## config.mk

```make
export PLATFORM = sky130hd
export DESIGN_NAME = charger_fault_flag_and_event_mask
export DESIGN_NICKNAME = d
export VERILOG_FILES = /design/src/rtl/chg_irq_pkg.sv /design/src/rtl/charger_fault_flag_and_event_mask.sv
export SDC_FILE = /design/constraint.sdc
export NUM_CORES = 1
export LEC_CHECK = 0
export BUFFER_PORTS_ARGS = -buffer_cell sky130_fd_sc_hd__buf_2
export CORE_MARGIN = 5
export CORE_UTILIZATION = 35
export CTS_CLUSTER_SIZE = 12
export DETAILED_ROUTE_END_ITERATION = 16
export HOLD_SLACK_MARGIN = 0.08
export PLACE_DENSITY = 0.6
export SLEW_MARGIN = 20
export SYNTH_ARGS = -nofsm -noshare
export SYNTH_HDL_FRONTEND = slang
export SYNTH_SLANG_ARGS = --single-unit
```

## constraint.sdc

```tcl
create_clock -name clk_i -period 1.4 [get_ports clk_i]
set_clock_uncertainty 0.15 [all_clocks]
set_input_delay 0.14 -clock clk_i [delete_from_list [all_inputs] [get_ports clk_i]]
set_output_delay 0.14 -clock clk_i [all_outputs]
set_load 0.05 [all_outputs]
```

## src/rtl/chg_irq_pkg.sv

```systemverilog
package chg_irq_pkg;

   // Register map, 8-bit registers at their printed byte offsets.
   localparam logic [7:0] event_flags_addr = 8'h25;
   localparam logic [7:0] fault_flags_addr = 8'h27;
   localparam logic [7:0] masks_first_addr = 8'h28;
   localparam logic [7:0] irq_status_addr = 8'h30;
   localparam logic [7:0] irq_enable_addr = 8'h31;
   localparam logic [7:0] control_addr = 8'h32;

   // Fault flag bit positions.
   localparam int fault_uv_bit = 7;
   localparam int fault_ov_bit = 6;
   localparam int fault_ocp_bit = 5;
   localparam int fault_bov_bit = 4;
   localparam int fault_thermal_shutdown_bit = 3;
   localparam int fault_tmr_bit = 2;
   localparam int fault_drv_bit = 1;

   // Charger event bit positions, shared by the event flags and the first mask.
   localparam int ev_adc_bit = 7;
   localparam int ev_iac_bit = 6;
   localparam int ev_vac_bit = 5;
   localparam int ev_wd_bit = 3;
   localparam int ev_cv_bit = 1;
   localparam int ev_chg_bit = 0;

   // Writable bits of the first mask; bits 4 and 2 are reserved.
   localparam logic [7:0] masks_first_wmask = 8'hEB;
   localparam logic [7:0] masks_first_reset = 8'h00;
   localparam logic [7:0] fault_flags_wmask = 8'hFE;
   localparam logic [7:0] reg_reset_value = 8'h00;

   // Control register: bit 0 one-shot ADC mode, bit 7 register reset (self clearing).
   localparam int ctrl_oneshot_bit = 0;
   localparam int ctrl_regreset_bit = 7;

   // Interrupt status layout: bit 1 fault event, bit 0 charger event.
   localparam int irq_fault_bit = 1;
   localparam int irq_charger_bit = 0;

   typedef struct packed {
      logic [7:0] addr;
      logic [7:0] wdata;
      logic wr;
      logic rd;
   } reg_req_t;

   typedef struct packed {
      logic input_undervoltage;
      logic input_overvoltage;
      logic battery_overcurrent;
      logic battery_overvoltage;
      logic thermal_shutdown;
      logic charge_timer_expired;
      logic gate_driver_supply_pin_fault;
   } fault_in_t;

   typedef struct packed {
      logic adc_done;
      logic input_current_regulation;
      logic input_voltage_regulation;
      logic host_watchdog_expired;
      logic cv_timer_expired;
      logic [2:0] charge_state;
   } event_in_t;

   typedef struct packed {
      logic [7:0] fault_flags;
      logic [7:0] event_flags;
      logic [7:0] masks_first;
      logic [6:0] fault_prev;
      logic [4:0] event_prev;
      logic [2:0] charge_prev;
      logic oneshot;
      logic [1:0] irq_status;
      logic [1:0] irq_enable;
      logic irq_pulse;
      logic [7:0] rdata;
   } irq_state_t;

endpackage : chg_irq_pkg

```

## src/rtl/charger_fault_flag_and_event_mask.sv

```systemverilog
`timescale 1ns/1ps
// Behaviour
// - Fault flag bit 7 is set on entry into input under-voltage and clears when read.
// - Fault flag bit 6 is set on entry into input over-voltage and clears when read.
// - Fault flag bit 5 is set on entry into battery over-current and clears when read.
// - Fault flag bit 4 is set on entry into battery over-voltage and clears when read.
// - Fault flag bit 3 is set on entry into thermal shutdown and clears when read.
// - Fault flag bit 2 is set only on the rising edge of safety timer expiry.
// - Fault flag bit 1 is set on a gate-driver supply fault; bit 0 reads zero.
// - The first mask register sits at 0x28, resets to 0x00 and register reset restores it.
// - Mask bit 7 gates the ADC done pulse, and only in one-shot mode.
// - Mask bit 6 gates the input current regulation pulse.
// - Mask bit 5 gates the input voltage regulation pulse.
// - Mask bit 3 gates the watchdog expiry pulse; bits 4 and 2 are reserved.
// - Mask bit 1 gates the rising edge of constant-voltage timer expiry.
// - Mask bit 0 gates any change of the charge state field.
// - In continuous ADC mode the ADC done flag always reads zero.
module charger_fault_flag_and_event_mask
(
   // Clock and reset.
   input wire logic clk_i,
   input wire logic rst_n_i,
   // Register port.
   input wire chg_irq_pkg::reg_req_t req_i,
   output logic [7:0] rdata_o,
   // Fault and event conditions, all levels.
   input wire chg_irq_pkg::fault_in_t fault_i,
   input wire chg_irq_pkg::event_in_t event_i,
   // Interrupts.
   output logic int_pulse_o,
   output logic irq_o
);
   import chg_irq_pkg::*;

   irq_state_t st;
   irq_state_t next_st;
   logic [6:0] fault_now;
   logic [6:0] fault_rise;
   logic [4:0] ev_now;
   logic [4:0] ev_rise;
   logic [7:0] ev_set;
   logic [7:0] fault_set;
   logic rd_fault;
   logic rd_event;
   logic rd_status;
   logic wr_any;
   logic reg_reset;
   logic pulse_req;
   logic [7:0] rdata_next;

   assign fault_now = {fault_i.input_undervoltage, fault_i.input_overvoltage,
      fault_i.battery_overcurrent, fault_i.battery_overvoltage,
      fault_i.thermal_shutdown, fault_i.charge_timer_expired,
      fault_i.gate_driver_supply_pin_fault};
   assign ev_now = {event_i.adc_done, event_i.input_current_regulation,
      event_i.input_voltage_regulation, event_i.host_watchdog_expired,
      event_i.cv_timer_expired};

   always_comb
   begin
      next_st = st;
      wr_any = req_i.wr;
      rd_fault = req_i.rd && (req_i.addr == fault_flags_addr);
      rd_event = req_i.rd && (req_i.addr == event_flags_addr);
      rd_status = req_i.rd && (req_i.addr == irq_status_addr);
      reg_reset = wr_any && (req_i.addr == control_addr) && req_i.wdata[ctrl_regreset_bit];
      // Entry into each fault condition is its rising edge.
      fault_rise = fault_now & ~st.fault_prev;
      ev_rise = ev_now & ~st.event_prev;
      fault_set = {fault_rise, 1'b0};
      ev_set = 8'h00;
      ev_set[ev_adc_bit] = ev_rise[4] && st.oneshot;
      ev_set[ev_iac_bit] = ev_rise[3];
      ev_set[ev_vac_bit] = ev_rise[2];
      ev_set[ev_wd_bit] = ev_rise[1];
      ev_set[ev_cv_bit] = ev_rise[0];
      ev_set[ev_chg_bit] = (event_i.charge_state != st.charge_prev);
      next_st.fault_prev = fault_now;
      next_st.event_prev = ev_now;
      next_st.charge_prev = event_i.charge_state;
      // A read clears, but an edge in the same cycle is kept: set wins.
      next_st.fault_flags = ((rd_fault ? 8'h00 : st.fault_flags) | fault_set)
         & fault_flags_wmask;
      next_st.event_flags = (rd_event ? 8'h00 : st.event_flags) | ev_set;
      // Fault events always pulse: their masks live outside this block.
      pulse_req = (|fault_set) || (|(ev_set & ~st.masks_first));
      next_st.irq_pulse = pulse_req;
      next_st.irq_status = rd_status ? st.irq_status : st.irq_status;
      if (wr_any && req_i.addr == irq_status_addr)
      begin
         next_st.irq_status = st.irq_status & ~req_i.wdata[1:0];
      end
      next_st.irq_status[irq_fault_bit] = next_st.irq_status[irq_fault_bit] | (|fault_set);
      next_st.irq_status[irq_charger_bit] = next_st.irq_status[irq_charger_bit]
         | (|(ev_set & ~st.masks_first));
      if (wr_any && req_i.addr == irq_enable_addr)
      begin
         next_st.irq_enable = req_i.wdata[1:0];
      end
      if (wr_any && req_i.addr == masks_first_addr)
      begin
         next_st.masks_first = req_i.wdata & masks_first_wmask;
      end
      if (wr_any && req_i.addr == control_addr)
      begin
         next_st.oneshot = req_i.wdata[ctrl_oneshot_bit];
      end
      if (reg_reset)
      begin
         next_st.masks_first = masks_first_reset;
         next_st.irq_enable = 2'h0;
         next_st.oneshot = 1'b0;
      end
      // The mode of the coming cycle decides, so a switch to continuous mode drops the flag at once.
      if (!next_st.oneshot)
      begin
         next_st.event_flags[ev_adc_bit] = 1'b0;
      end
      rdata_next = reg_reset_value;
      unique case (req_i.addr)
         fault_flags_addr: rdata_next = st.fault_flags;
         event_flags_addr: rdata_next = st.event_flags;
         masks_first_addr: rdata_next = st.masks_first;
         irq_status_addr: rdata_next = {6'h00, st.irq_status};
         irq_enable_addr: rdata_next = {6'h00, st.irq_enable};
         control_addr: rdata_next = {7'h00, st.oneshot};
         default: rdata_next = 8'h00;
      endcase
      next_st.rdata = req_i.rd ? rdata_next : 8'h00;
   end

   // The reset seeds fault_prev as clear so a fault already present counts as entered.
   always_ff @(posedge clk_i or negedge rst_n_i)
   begin
      if (!rst_n_i)
      begin
         st <= '0;
      end
      else
      begin
         st <= next_st;
      end
   end

   assign rdata_o = st.rdata;
   assign int_pulse_o = st.irq_pulse;
   assign irq_o = |(st.irq_status & st.irq_enable);

   a_fault_uv_set: assert property (@(posedge clk_i) disable iff (!rst_n_i)
      fault_i.input_undervoltage && !st.fault_prev[6] |=> st.fault_flags[fault_uv_bit])
      else $error("under-voltage flag not set");
   a_fault_ov_set: assert property (@(posedge clk_i) disable iff (!rst_n_i)
      fault_i.input_overvoltage && !st.fault_prev[5] |=> st.fault_flags[fault_ov_bit])
      else $error("over-voltage flag not set");
   a_fault_ocp_set: assert property (@(posedge clk_i) disable iff (!rst_n_i)
      $rose(fault_i.battery_overcurrent) |=> st.fault_flags[fault_ocp_bit])
      else $error("over-current flag not set");
   a_fault_read_clear: assert property (@(posedge clk_i) disable iff (!rst_n_i)
      rd_fault && fault_rise == 7'h00 |=> st.fault_flags == 8'h00)
      else $error("fault flags not cleared by read");
   a_thermal_shutdown_set: assert property (@(posedge clk_i) disable iff (!rst_n_i)
      $rose(fault_i.thermal_shutdown) |=> st.fault_flags[fault_thermal_shutdown_bit])
      else $error("thermal flag not set");
   a_timer_level_only: assert property (@(posedge clk_i) disable iff (!rst_n_i)
      rd_fault && fault_i.charge_timer_expired && st.fault_prev[1]
      |=> !st.fault_flags[fault_tmr_bit])
      else $error("timer flag set without edge");
   a_reserved_zero: assert property (@(posedge clk_i) disable iff (!rst_n_i)
      st.fault_flags[0] == 1'b0 && st.masks_first[4] == 1'b0 && st.masks_first[2] == 1'b0)
      else $error("reserved bit set");
   a_mask_read_back: assert property (@(posedge clk_i) disable iff (!rst_n_i)
      req_i.wr && req_i.addr == masks_first_addr ##1 req_i.rd && req_i.addr == masks_first_addr
      |=> rdata_o == ($past(req_i.wdata, 2) & masks_first_wmask))
      else $error("mask read back wrong");
   a_masked_no_pulse: assert property (@(posedge clk_i) disable iff (!rst_n_i)
      fault_rise == 7'h00 && (ev_set & ~st.masks_first) == 8'h00 |=> !int_pulse_o)
      else $error("pulse while masked");
   a_flag_despite_mask: assert property (@(posedge clk_i) disable iff (!rst_n_i)
      ev_rise[3] |=> st.event_flags[ev_iac_bit])
      else $error("masked event lost its flag");
   a_adc_cont_zero: assert property (@(posedge clk_i) disable iff (!rst_n_i)
      !st.oneshot |-> !st.event_flags[ev_adc_bit])
      else $error("adc flag in continuous mode");
   a_charge_pulse: assert property (@(posedge clk_i) disable iff (!rst_n_i)
      event_i.charge_state != st.charge_prev && !st.masks_first[ev_chg_bit] |=> int_pulse_o)
      else $error("charge change no pulse");

   a_bov_set: assert property (@(posedge clk_i) disable iff (!rst_n_i)
      fault_rise[3] |=> st.fault_flags[fault_bov_bit])
      else $error("battery over-voltage flag not set");
   a_timer_edge_set: assert property (@(posedge clk_i) disable iff (!rst_n_i)
      fault_rise[1] |=> st.fault_flags[fault_tmr_bit])
      else $error("timer flag not set on edge");
   a_drv_fault_set: assert property (@(posedge clk_i) disable iff (!rst_n_i)
      fault_rise[0] |=> st.fault_flags[fault_drv_bit])
      else $error("driver supply flag not set");
   a_adc_oneshot_pulse: assert property (@(posedge clk_i) disable iff (!rst_n_i)
      ev_rise[4] && st.oneshot && !st.masks_first[ev_adc_bit] |=> int_pulse_o)
      else $error("adc done no pulse");
   a_vac_pulse: assert property (@(posedge clk_i) disable iff (!rst_n_i)
      ev_rise[2] && !st.masks_first[ev_vac_bit] |=> int_pulse_o)
      else $error("voltage regulation no pulse");
   a_wd_pulse: assert property (@(posedge clk_i) disable iff (!rst_n_i)
      ev_rise[1] && !st.masks_first[ev_wd_bit] |=> int_pulse_o)
      else $error("watchdog expiry no pulse");
   a_cv_pulse: assert property (@(posedge clk_i) disable iff (!rst_n_i)
      ev_rise[0] && !st.masks_first[ev_cv_bit] |=> int_pulse_o)
      else $error("cv timer no pulse");

   c_fault_pulse: cover property (@(posedge clk_i) disable iff (!rst_n_i)
      $rose(fault_i.input_undervoltage) ##1 int_pulse_o);
   c_masked_event: cover property (@(posedge clk_i) disable iff (!rst_n_i)
      ev_rise[2] && st.masks_first[ev_vac_bit]);
   c_set_with_read: cover property (@(posedge clk_i) disable iff (!rst_n_i)
      rd_fault && fault_rise != 7'h00);
   c_irq_level: cover property (@(posedge clk_i) disable iff (!rst_n_i) $rose(irq_o));

endmodule : charger_fault_flag_and_event_mask

```

# == Yosys cells after proc, flatten, opt, wreduce, memory -nomap -nowiden ==
# Cells that the tools add are included.
# classes
n_eq_ne,7
n_mux,12
bitwise,13
n_reduce_logical,14
# op_table
operator,n
$eq 8x6->1 const B,6
$pmux 8 s6,1
$mux 8,5
$or 8x8->8,2
$and 8x8->8,1
$logic_and 1x1->1,8
$not 8->8,1
$reduce_or 8->1,1
$and 7x7->7,1
$not 7->7,1
$reduce_or 7->1,1
$mux 2,3
$and 5x5->5,1
$not 5->5,1
$and 2x2->2,2
$reduce_bool 2->1,2
$mux 1,3
$ne 3x3->1,1
$not 2->2,1
$or 1x1->1,2
$reduce_or 2->1,1
$logic_or 1x1->1,1
# totals
regBits,52
in_bits,35
output_inout_bits,10
elab_cells,57

# == Longest topological paths before layout ==
# Gate-level depths: netlist (run 1).
# logic_depth
ltp_word,6
depth_mapped,6
mapped_depth_nobuf,4

# == Least setup slack after synthesis (run 1) ==
# Ideal clock, no wire load.
# synth_timing
path_type,input-to-reg
startpoint,in req_i[14] (netlist bit)
endpoint,reg st[37] (netlist bit)
setup_ps,136
arrival_ps,1349
slack_ps,-236
path_stages,5
path_cell_list,or4b_4 > or4_1 > buf_2 > nand2_1 > nand4_1
# synth_rtl
item,line_no,source
start: declaration,charger_fault_flag_and_event_mask.sv:24,"input wire chg_irq_pkg::reg_req_t req_i,"
end signal: assignment,charger_fault_flag_and_event_mask.sv:141,st <= next_st;
end: declaration,charger_fault_flag_and_event_mask.sv:35,irq_state_t st;

==> flow_metrics.py, run 1 <==
metrics = {
    "drt": {
        "ant_nets": 0,
        "first_iter_violations": 50,
        "drt_first_pass_iters": 4,
        "via_count": 1812,
        "drcViolationCount": 0,
        "avgRoutedWirePerCell_um": 14.1,
        "drt_wl_total_um": 5260,
        "via_per_inst": 4.86,
    },
    "setup_path": {
        "worstSetupPathType": "flip-flop to flip-flop",
        "reg2reg_depth": 4,
        "arrival_ns": 1.57,
        "start_kind": "flip-flop",
        "cp-end-kind": "flip-flop",
        "required_ns": 1.42,
        "crit_fanout": 2,
    },
    "synthesis": {
        "synth_seq_area_share_pct": 55.3,
        "synth_cell_type_count": 38,
        "async_flop_share_pct": 100,
        "synth_area_sq_um": 2170,
        "synth_cells": 200,
        "synth_compound_area_share_pct": 11.1,
        "synth_edf_count": 0,
        "synth-xor-area-share_pct": 1.21,
        "syn_nets": 235,
        "synth_seq_cells": 48,
        "synth-main-ff-cell": "dfrtp_1",
        "yosys.area_share.simple_pct": 21.6,
        "ys_warn_count": 0,
        "syn-mean-instance-area_sq_um": 10.9,
        "synth_top_family_by_area": "simple AND/OR/NAND/NOR gates",
        "synthAdderAreaFrac_pct": 0,
        "synth_mux_area_share_pct": 5.59,
    },
    "flow_run": {
        "maxCapViolations": 0,
    },
    "floorplanning": {
        "io-pin-count": 45,
        "coreArea_sq_um": 5990,
        "rows": 28,
        "start_util_pct": 36.2,
        "die_x_um": 88.8,
        "dieArea_sq_um": 7880,
        "die_y_um": 88.8,
    },
    "pwr": {
        "cellLeakagePower_nw": 1.49,
        "max-vdd-ir-drop_mv": 0.483,
        "p_per_area_nw_per_um2": 840,
    },
    "sta": {
        "rsz0062_at_grt": "true",
        "fin_crit_ns": 1.55,
        "fin_ws_ns": -0.148,
        "clock.fmax_mhz": 646,
        "layout_worst_path_cycle_share_pct": 111,
        "holdWs_ns": 0.100,
        "finalMaxSlewViolations": 0,
        "finalSetupViolations": 8,
        "tightest_slew_ns": 0.335,
        "slew_headroom_pct": 77.5,
        "hold_viol": 0,
        "setup_tns_ns": -0.499,
    },
    "clock_network": {
        "clock_tree.root_cell": "clkbuf_8",
        "cts_buffers": 5,
        "clk_pin_slew_worst_paths_ns": 0.08,
        "cts_tree": "done",
        "clock_sinks": 48,
        "cts.htree.levels": 2,
        "clk_latency_ns": 0.30,
        "clockBufferDepth": 2,
    },
    "placement": {
        "globalplace.congestion": 0.796,
        "dp_hpwl_um": 3890,
        "placed_area_sq_um": 2700,
        "io_buffers": 42,
        "place_ws_ns": -0.421,
    },
    "grt": {
        "overflow": 0,
        "first_global_vias": 1837,
        "grt_start_max_net_pins": 49,
        "grt_use_total_pct": 14.3,
        "grt_pass1_wl_um": 8500,
        "antenna_found_initial": 0,
    },
    "cells_and_area": {
        "final_util_pct": 52.9,
        "mostFrequentLayoutCell": "dfrtp_1",
        "drive_gt1_share_pct": 39.9,
        "final_cell_mix": "dfrtp_1, buf_2, buf_4",
        "final_cell_area_sq_um": 3170,
        "n_antenna_cell": 0,
        "layout.nets": 333,
        "area_delta_synth_final_pct": 46.1,
    },
    "hold_path": {
        "hp-class": "primary input to flip-flop",
        "hold_path_depth": 4,
    },
    "run_status": {
        "outcome": "complete, but fails checks",
        "violations": "negative setup slack",
    },
}
[critical path, stage by stage, from the launching register on]
cell and delay (ns):
dfrtp_1 0.36, nor3b_1 0.05, or4_4 0.55, nor3_4 0.20, nand3_1 0.11
[layer usage]
| metal | routed length (um) | share of wire, % | GRT usage, % |
|---|---|---|---|
| met4 | 106 | 2.0 | 5.63 |
| met1 | 2370 | 45 | 19.2 |
| met2 | 2540 | 48 | 22.9 |
| met5 | 0 | 0 | 0 |
| met3 | 241 | 4.6 | 2.51 |
[state kept, by name, indices dropped and copies added (netlist names)]
register	flops
st	39
rdata_o	8
int_pulse_o	1
[power breakdown]
| part | switching (mW) | total [mW] | internal [mW] |
|---|---|---|---|
| Clock | 0.447 | 0.842 | 0.394 |
| Combinational | 0.177 | 0.384 | 0.207 |
| Sequential | 0.0182 | 1.44 | 1.42 |
[what timing repair did]
action / 4_1_cts / 5_1_grt
hold endpoints to repair: 80 / 0
endpoints found under the setup margin: 9 / 27
hold buffers: 22 / 0
pin swaps: 3 / 15
gates resized for setup: 7 / 25
setup buffers: 2 / 2
[metrics by stage]
stage,cells,power (mW)
after floorplan,200,1.58
after global placement,340,1.77
after detailed placement,340,1.78
after CTS,371,2.68
after global routing,373,2.79
final,373,2.66
[cells by family (layout without fill, tap and decap cells)]
family,after synthesis,in the layout
multiplexers,12,12
buffers and inverters,21,119
flip-flops,48,48
AO/OA/AOI/OAI,37,37
XOR/XNOR,3,3
AND/OR/NAND/NOR,79,79
[cells in the mapped netlist, types with 2 or more instances]
cell type	count	area (sq um)
nand2_1	15	56.3
nand3_2	2	20.0
xnor2_1	3	26.3
a21oi_1	8	40.0
a211oi_1	3	22.5
nor4b_4	2	47.6
buf_2	3	15.0
a32oi_1	2	17.5
a31oi_1	4	25.0
nand3b_1	2	15.0
nand4_1	4	25.0
nand3_1	5	25.0
nor3_1	9	45.0
o21ai_0	7	35.0
buf_4	8	60.1
inv_1	8	30.0
dfrtp_1	48	1200
nor2b_1	10	62.6
a21o_1	7	52.6
nor3b_1	5	37.5
or4_1	2	15.0
mux2i_1	11	110
nor2_1	16	60.1
o2bb2ai_1	2	17.5
[area by class of cell]
type | instances | area, sq um
Clock buffer | 6 | 82.6
Clock inverter | 1 | 8.76
Fill cell | 556 | 2820
Inverter | 8 | 30.0
Multi-Input combinational cell | 131 | 981
Sequential cell | 48 | 1200
Tap cell | 75 | 93.8
Timing Repair Buffer | 104 | 774
[final timing paths]
kind,start,endpoint,slack [ns]
max reg2reg,st[17]$_DFF_PN0_,int_pulse_o$_DFF_PN0_,-0.15
min in group asynchronous,rst_n_i,st[14]$_DFF_PN0_,0.20
max in group asynchronous,rst_n_i,st[24]$_DFF_PN0_,0.67
min reg2reg,st[18]$_DFF_PN0_,st[40]$_DFF_PN0_,0.31
max,st[17]$_DFF_PN0_,int_pulse_o$_DFF_PN0_,-0.15
min,event_i[1],st[37]$_DFF_PN0_,0.10
(Power assumes the default switching activity.)
==> run 2, diff against run 1 <==
--- a/config.mk
+++ b/config.mk
@@ -5,13 +5,17 @@
 export SDC_FILE = /design/constraint.sdc
 export NUM_CORES = 1
 export LEC_CHECK = 0
+export ABC_AREA = 1
 export BUFFER_PORTS_ARGS = -buffer_cell sky130_fd_sc_hd__buf_2
+export CELL_PAD_IN_SITES_DETAIL_PLACEMENT = 1
+export CELL_PAD_IN_SITES_GLOBAL_PLACEMENT = 1
+export CORE_ASPECT_RATIO = 1.75
 export CORE_MARGIN = 5
 export CORE_UTILIZATION = 35
 export CTS_CLUSTER_SIZE = 12
 export DETAILED_ROUTE_END_ITERATION = 16
 export HOLD_SLACK_MARGIN = 0.08
-export PLACE_DENSITY = 0.6
+export PLACE_DENSITY = 0.75
 export SLEW_MARGIN = 20
 export SYNTH_ARGS = -nofsm -noshare
 export SYNTH_HDL_FRONTEND = slang
==> flow_metrics.py, run 2 <==
metrics = {
    "run_status": {
        "outcome": "finished clean",
    },
    "cells_and_area": {
        "fin_cells": 397,
        "layout.nets": 351,
        "largest_reg_flops": 39,
        "area_delta_synth_final_pct": 30.4,
        "final_util_pct": 46.6,
        "final_cell_mix": "nand2_1, dfrtp_1, nand3_1",
        "drive_gt1_share_pct": 26.2,
        "fillCellCount": 749,
        "mostFrequentLayoutCell": "nand2_1",
        "n_antenna_cell": 0,
        "regMostFlops": "st",
    },
    "flow_run": {
        "maxCapViolations": 0,
    },
    "drt": {
        "via_count": 1844,
        "ant_nets": 0,
        "drt_wl_total_um": 5560,
        "first_iter_violations": 40,
        "drt_first_pass_iters": 4,
        "drcViolationCount": 0,
        "avgRoutedWirePerCell_um": 14.0,
        "via_per_inst": 4.64,
    },
    "clock_network": {
        "clock_tree.root_cell": "clkbuf_8",
        "clock_sinks": 48,
        "clk_pin_slew_worst_paths_ns": 0.10,
        "cts_buffers": 5,
        "clockBufferDepth": 2,
        "cts_tree": "done",
        "clk_latency_ns": 0.32,
        "cts.htree.levels": 2,
    },
    "floorplanning": {
        "die_y_um": 115,
        "rows": 38,
        "coreArea_sq_um": 6180,
        "die_x_um": 70.1,
        "start_util_pct": 35.7,
        "io-pin-count": 45,
        "dieArea_sq_um": 8060,
    },
    "pwr": {
        "share_seq_of_total_power_pct": 51.5,
        "p_per_area_nw_per_um2": 970,
        "max-vdd-ir-drop_mv": 0.772,
        "switching_share_pct": 25.0,
        "p_switching_uw": 698,
        "power_frac_comb_pct": 10.9,
        "pwr-share-clk_pct": 37.6,
        "cellLeakagePower_nw": 1.51,
        "p_int_mw": 2.10,
    },
    "grt": {
        "overflow": 0,
        "first_global_vias": 1999,
        "antenna_found_initial": 0,
        "grt_start_max_net_pins": 49,
        "grt_pass1_wl_um": 9230,
        "grt_use_total_pct": 14.8,
    },
    "synthesis": {
        "ys_top_cells_by_count": "nand2_1, dfrtp_1, nand3_1, inv_1, nor2_1",
        "yosysMostFrequentCell": "nand2_1",
        "synth_seq_cells": 48,
        "synthTopCellsByArea": "dfrtp_1, nand3_1, nand2_1",
        "synth_top_area_share_pct": 54.4,
        "synth_seq_area_share_pct": 54.4,
        "synth_area_leader_cell": "dfrtp_1",
        "synth_cell_type_count": 24,
        "syn-mean-instance-area_sq_um": 9.06,
        "ys_warn_count": 0,
        "synth_area_sq_um": 2210,
        "synth-main-ff-cell": "dfrtp_1",
        "synth_edf_count": 0,
        "synth_cells": 244,
        "syn_nets": 279,
        "async_flop_share_pct": 100,
    },
    "setup_path": {
        "arrival_ns": 1.09,
        "crit_chain": "a22o_1, buf_6",
        "crit_start": "st[10]$_DFFE_PN0P_",
        "cp-end-kind": "primary output",
        "crit_buf_inv": 1,
        "required_ns": 1.11,
        "cp_top_family": "flip-flops",
        "worstSetupPathType": "flip-flop to primary output",
        "cpPeakStageDelay_ns": 0.39,
        "crit_fanout": 2,
        "start_kind": "flip-flop",
        "reg2reg_from": "st[10]$_DFFE_PN0P_",
        "cp_slowest_cell": "dfrtp_1",
        "r2r_end": "rdata_o[1]$_DFF_PN0_",
        "endpoint": "irq_o",
        "crit_cells": 2,
        "reg2reg_setup_slack_ns": 0.14,
        "reg2reg_depth": 6,
    },
    "sta": {
        "clock.fmax_mhz": 725,
        "tightest_slew_ns": 0.256,
        "fin_crit_ns": 1.38,
        "rsz0062_at_grt": "true",
        "finalMaxSlewViolations": 0,
        "finalSetupViolations": 0,
        "fin_ws_ns": 0.0210,
        "hold_viol": 0,
        "setup_tns_ns": 0,
        "layout_worst_path_cycle_share_pct": 98.5,
        "slew_headroom_pct": 82.9,
    },
    "hold_path": {
        "hp-class": "primary input to async pin",
    },
    "placement": {
        "placedCellCount": 362,
        "place_ws_ns": 0.0620,
        "dp_hpwl_um": 3950,
        "globalplace.congestion": 0.822,
        "io_buffers": 42,
    },
}
-- run 2: cell families (layout without fill, tap and decap cells) --
| logic type | count (synthesis) | after routing | synth area share (%) |
|---|---|---|---|
| compound gates | 14 | 14 | 4.13 |
| xor+xnor | 3 | 3 | 1.19 |
| buf+inv | 46 | 119 | 10.0 |
| flops | 48 | 48 | 54.4 |
| simple gates | 133 | 133 | 30.3 |
-- run 2: what timing repair did --
item,4_1_cts,5_1_grt
hold endpoints to repair,92,0
pin swaps,1,1
setup endpoints to repair,1,2
hold buffers,24,0
resized for setup,2,2
buffers inserted,2,1
-- run 2: routing by layer --
metal	GRT usage (%)	vias up	wire [um]
li1	-	910	-
met1	14.1	894	1950
met2	29.8	31	3300
met3	2.97	9	191
met4	6.52	0	119
met5	0	-	0
-- run 2: area by class of cell --
| class | count | area [sq um] | area share (%) |
|---|---|---|---|
| multi-input cells | 150 | 792 | 27.5 |
| flip-flops and latches | 48 | 1200 | 41.7 |
| inverters | 36 | 135 | 4.69 |
| clock inverters | 3 | 46.3 | 1.61 |
| clock buffers | 5 | 68.8 | 2.39 |
| well taps | 80 | 100 | 3.48 |
| repair buffers | 75 | 537 | 18.6 |
-- run 2: worst register-to-register path, delay by kind of cell, from the launching register on --
family | cells | cell delay (ns)
AOI/OAI and AO/OA | 1 | 0.08
buffers and inverters | 2 | 0.26
DFF | 1 | 0.39
and+or+nand+nor | 3 | 0.29
-- run 2: how the worst min path moves through the flow --
stage            start               endpoint
2_1_floorplan  rst_n_i  int_pulse_o$_DFF_PN0_
3_3_place_gp   rst_n_i       st[23]$_DFF_PN0_
3_5_place_dp   rst_n_i       st[23]$_DFF_PN0_
4_1_cts        rst_n_i       st[23]$_DFF_PN0_
5_1_grt        rst_n_i   rdata_o[4]$_DFF_PN0_
6_report       rst_n_i       st[23]$_DFF_PN0_
-- run 2: power groups by stage --
stage	clock network [mW]	registers (mW)	logic, mW
2_1_floorplan	0	1.46	0.113
3_3_place_gp	0	1.46	0.238
3_5_place_dp	0	1.47	0.244
4_1_cts	1.08	1.44	0.304
5_1_grt	1.13	1.44	0.341
6_report	1.05	1.44	0.304
-- run 2: per-stage QoR --
step	hold slack [ns]	area [sq um]	total power, mW
after floorplan	-0.306	2210	1.58
after global placement	-0.00914	2490	1.70
after detailed placement	0.0000366	2490	1.71
after CTS	0.199	2870	2.82
after global routing	0.207	2880	2.92
final	0.174	2880	2.79
==> run 3, diff against run 2 <==
--- a/config.mk
+++ b/config.mk
@@ -12,9 +12,9 @@
 export CORE_ASPECT_RATIO = 1.75
 export CORE_MARGIN = 5
 export CORE_UTILIZATION = 35
+export CTS_BUF_LIST = sky130_fd_sc_hd__clkbuf_4
 export CTS_CLUSTER_SIZE = 12
 export DETAILED_ROUTE_END_ITERATION = 16
-export HOLD_SLACK_MARGIN = 0.08
 export PLACE_DENSITY = 0.75
 export SLEW_MARGIN = 20
 export SYNTH_ARGS = -nofsm -noshare
==> flow_metrics.py, run 3 (synthesis gave the netlist of run 2 again) <==
metrics = {
    "cells_and_area": {
        "largest_reg_flops": 39,
        "fillCellCount": 763,
        "area_delta_synth_final_pct": 28.8,
        "regMostFlops": "st",
        "drive_gt1_share_pct": 25.6,
        "layout.nets": 351,
        "final_cell_area_sq_um": 2850,
        "final_cell_mix": "nand2_1, dfrtp_1, nand3_1",
        "final_util_pct": 46.1,
        "mostFrequentLayoutCell": "nand2_1",
        "multi_input_area_sq_um": 787,
        "seq_area_sq_um": 1200,
    },
    "drt": {
        "drcViolationCount": 0,
        "drt_first_pass_iters": 4,
        "avgRoutedWirePerCell_um": 14.0,
        "ant_nets": 0,
        "drt_wl_total_um": 5560,
        "via_count": 1834,
        "first_iter_violations": 55,
        "via_per_inst": 4.61,
    },
    "pwr": {
        "max-vdd-ir-drop_mv": 0.682,
        "p_per_area_nw_per_um2": 920,
        "cellLeakagePower_nw": 1.50,
    },
    "hold_path": {
        "hp-class": "primary input to async pin",
    },
    "flow_run": {
        "maxCapViolations": 0,
    },
    "clock_network": {
        "clock_tree.root_cell": "clkbuf_4",
        "clk_pin_slew_worst_paths_ns": 0.16,
        "clockBufferDepth": 2,
        "cts_buffers": 5,
        "clock_sinks": 48,
        "cts_tree": "done",
        "clk_latency_ns": 0.39,
        "cts.htree.levels": 2,
    },
    "grt": {
        "first_global_vias": 1964,
        "overflow": 0,
        "grt_pass1_wl_um": 9230,
        "antenna_found_initial": 1,
        "grt_use_total_pct": 14.9,
        "grt_start_max_net_pins": 49,
    },
    "sta": {
        "slew_headroom_pct": 82.9,
        "tightest_slew_ns": 0.257,
        "holdWs_ns": 0.0838,
        "fin_crit_ns": 1.45,
        "fin_ws_ns": -0.0535,
        "finalSetupViolations": 1,
        "layout_worst_path_cycle_share_pct": 104,
        "finalMaxSlewViolations": 0,
        "hold_viol": 0,
        "clock.fmax_mhz": 688,
        "rsz0062_at_grt": "true",
    },
    "setup_path": {
        "arrival_ns": 1.16,
        "reg2reg_depth": 4,
        "required_ns": 1.11,
        "crit_fanout": 2,
        "start_kind": "flip-flop",
        "cp-end-kind": "primary output",
        "worstSetupPathType": "flip-flop to primary output",
    },
    "placement": {
        "placed_area_sq_um": 2490,
        "dp_hpwl_um": 3950,
        "globalplace.congestion": 0.822,
        "place_ws_ns": 0.0620,
        "io_buffers": 42,
    },
    "run_status": {
        "violations": "negative setup slack",
        "outcome": "complete, but fails checks",
    },
    "floorplanning": {
        "die_y_um": 115,
        "coreArea_sq_um": 6180,
        "rows": 38,
        "io-pin-count": 45,
        "start_util_pct": 35.7,
        "die_x_um": 70.1,
        "dieArea_sq_um": 8060,
    },
}
## run 3: cell types whose count changed in the layout (fill, tap and decap cells not counted)
cell / before / now
diode_2: 0 / 1
nor2_2: 6 / 4
clkbuf_4: 0 / 5
nor2_1: 13 / 15
clkbuf_8: 5 / 0
## run 3: timing repair
action                     in CTS  in global routing
hold endpoints to repair       92                  0
pin swaps                       1                  0
setup endpoints to repair       1                  1
cloned                          0                  0
resized for setup               2                  0
hold buffers                   24                  0
setup buffers                   2                  1
## run 3: area by class of cell
class | count | area share, %
clock inverter | 3 | 1.63
multi-input combinational | 150 | 27.6
antenna | 1 | 0.0879
sequential | 48 | 42.2
timing repair buffer | 75 | 18.9
tap | 80 | 3.52
inverter | 36 | 4.75
clock buffer | 5 | 1.32
## run 3: metrics by stage
stage | power (mW) | setup TNS [ns] | cells
finish | 2.62 | -0.0535 | 398
global route | 2.75 | -0.116 | 398
CTS | 2.64 | -0.0919 | 396
detailed placement | 1.71 | 0 | 362
global placement | 1.70 | 0 | 362
floorplan | 1.58 | 0 | 244
## run 3: path summary, 6_finish.rpt
path | from | endpoint | slack [ns]
hold reg to reg | st[28]$_DFF_PN0_ | st[52]$_DFF_PN0_ | 0.30
setup reg to reg | st[32]$_DFFE_PN0P_ | int_pulse_o$_DFF_PN0_ | 0.08
min in group clk_i | req_i[13] | rdata_o[7]$_DFF_PN0_ | 0.15
max in group asynchronous | rst_n_i | st[9]$_DFFE_PN0P_ | 0.76
setup / recovery | st[10]$_DFFE_PN0P_ | irq_o | -0.05
hold / removal | rst_n_i | st[18]$_DFF_PN0_ | 0.08
## run 3: where the power goes
part	switching [mW]	internal, mW	leakage (nW)
Sequential	0.0174	1.42	0.556
Combinational	0.167	0.135	0.897
Clock	0.494	0.382	0.0418
Total	0.678	1.94	1.50
## run 3: worst max-delay path: stages (launching register included)
cell,delay (ns)
dfrtp_1,0.41
a22o_1,0.24
buf_6,0.15
## run 3: metal layers
layer  vias up  part of all wire (%)  GRT usage [%]
met5         -                     0              0
li1        909                     -              -
met4         0                   1.9           6.52
met2        28                    59           29.9
met3         6                   3.1           2.89
met1       891                    35           14.3
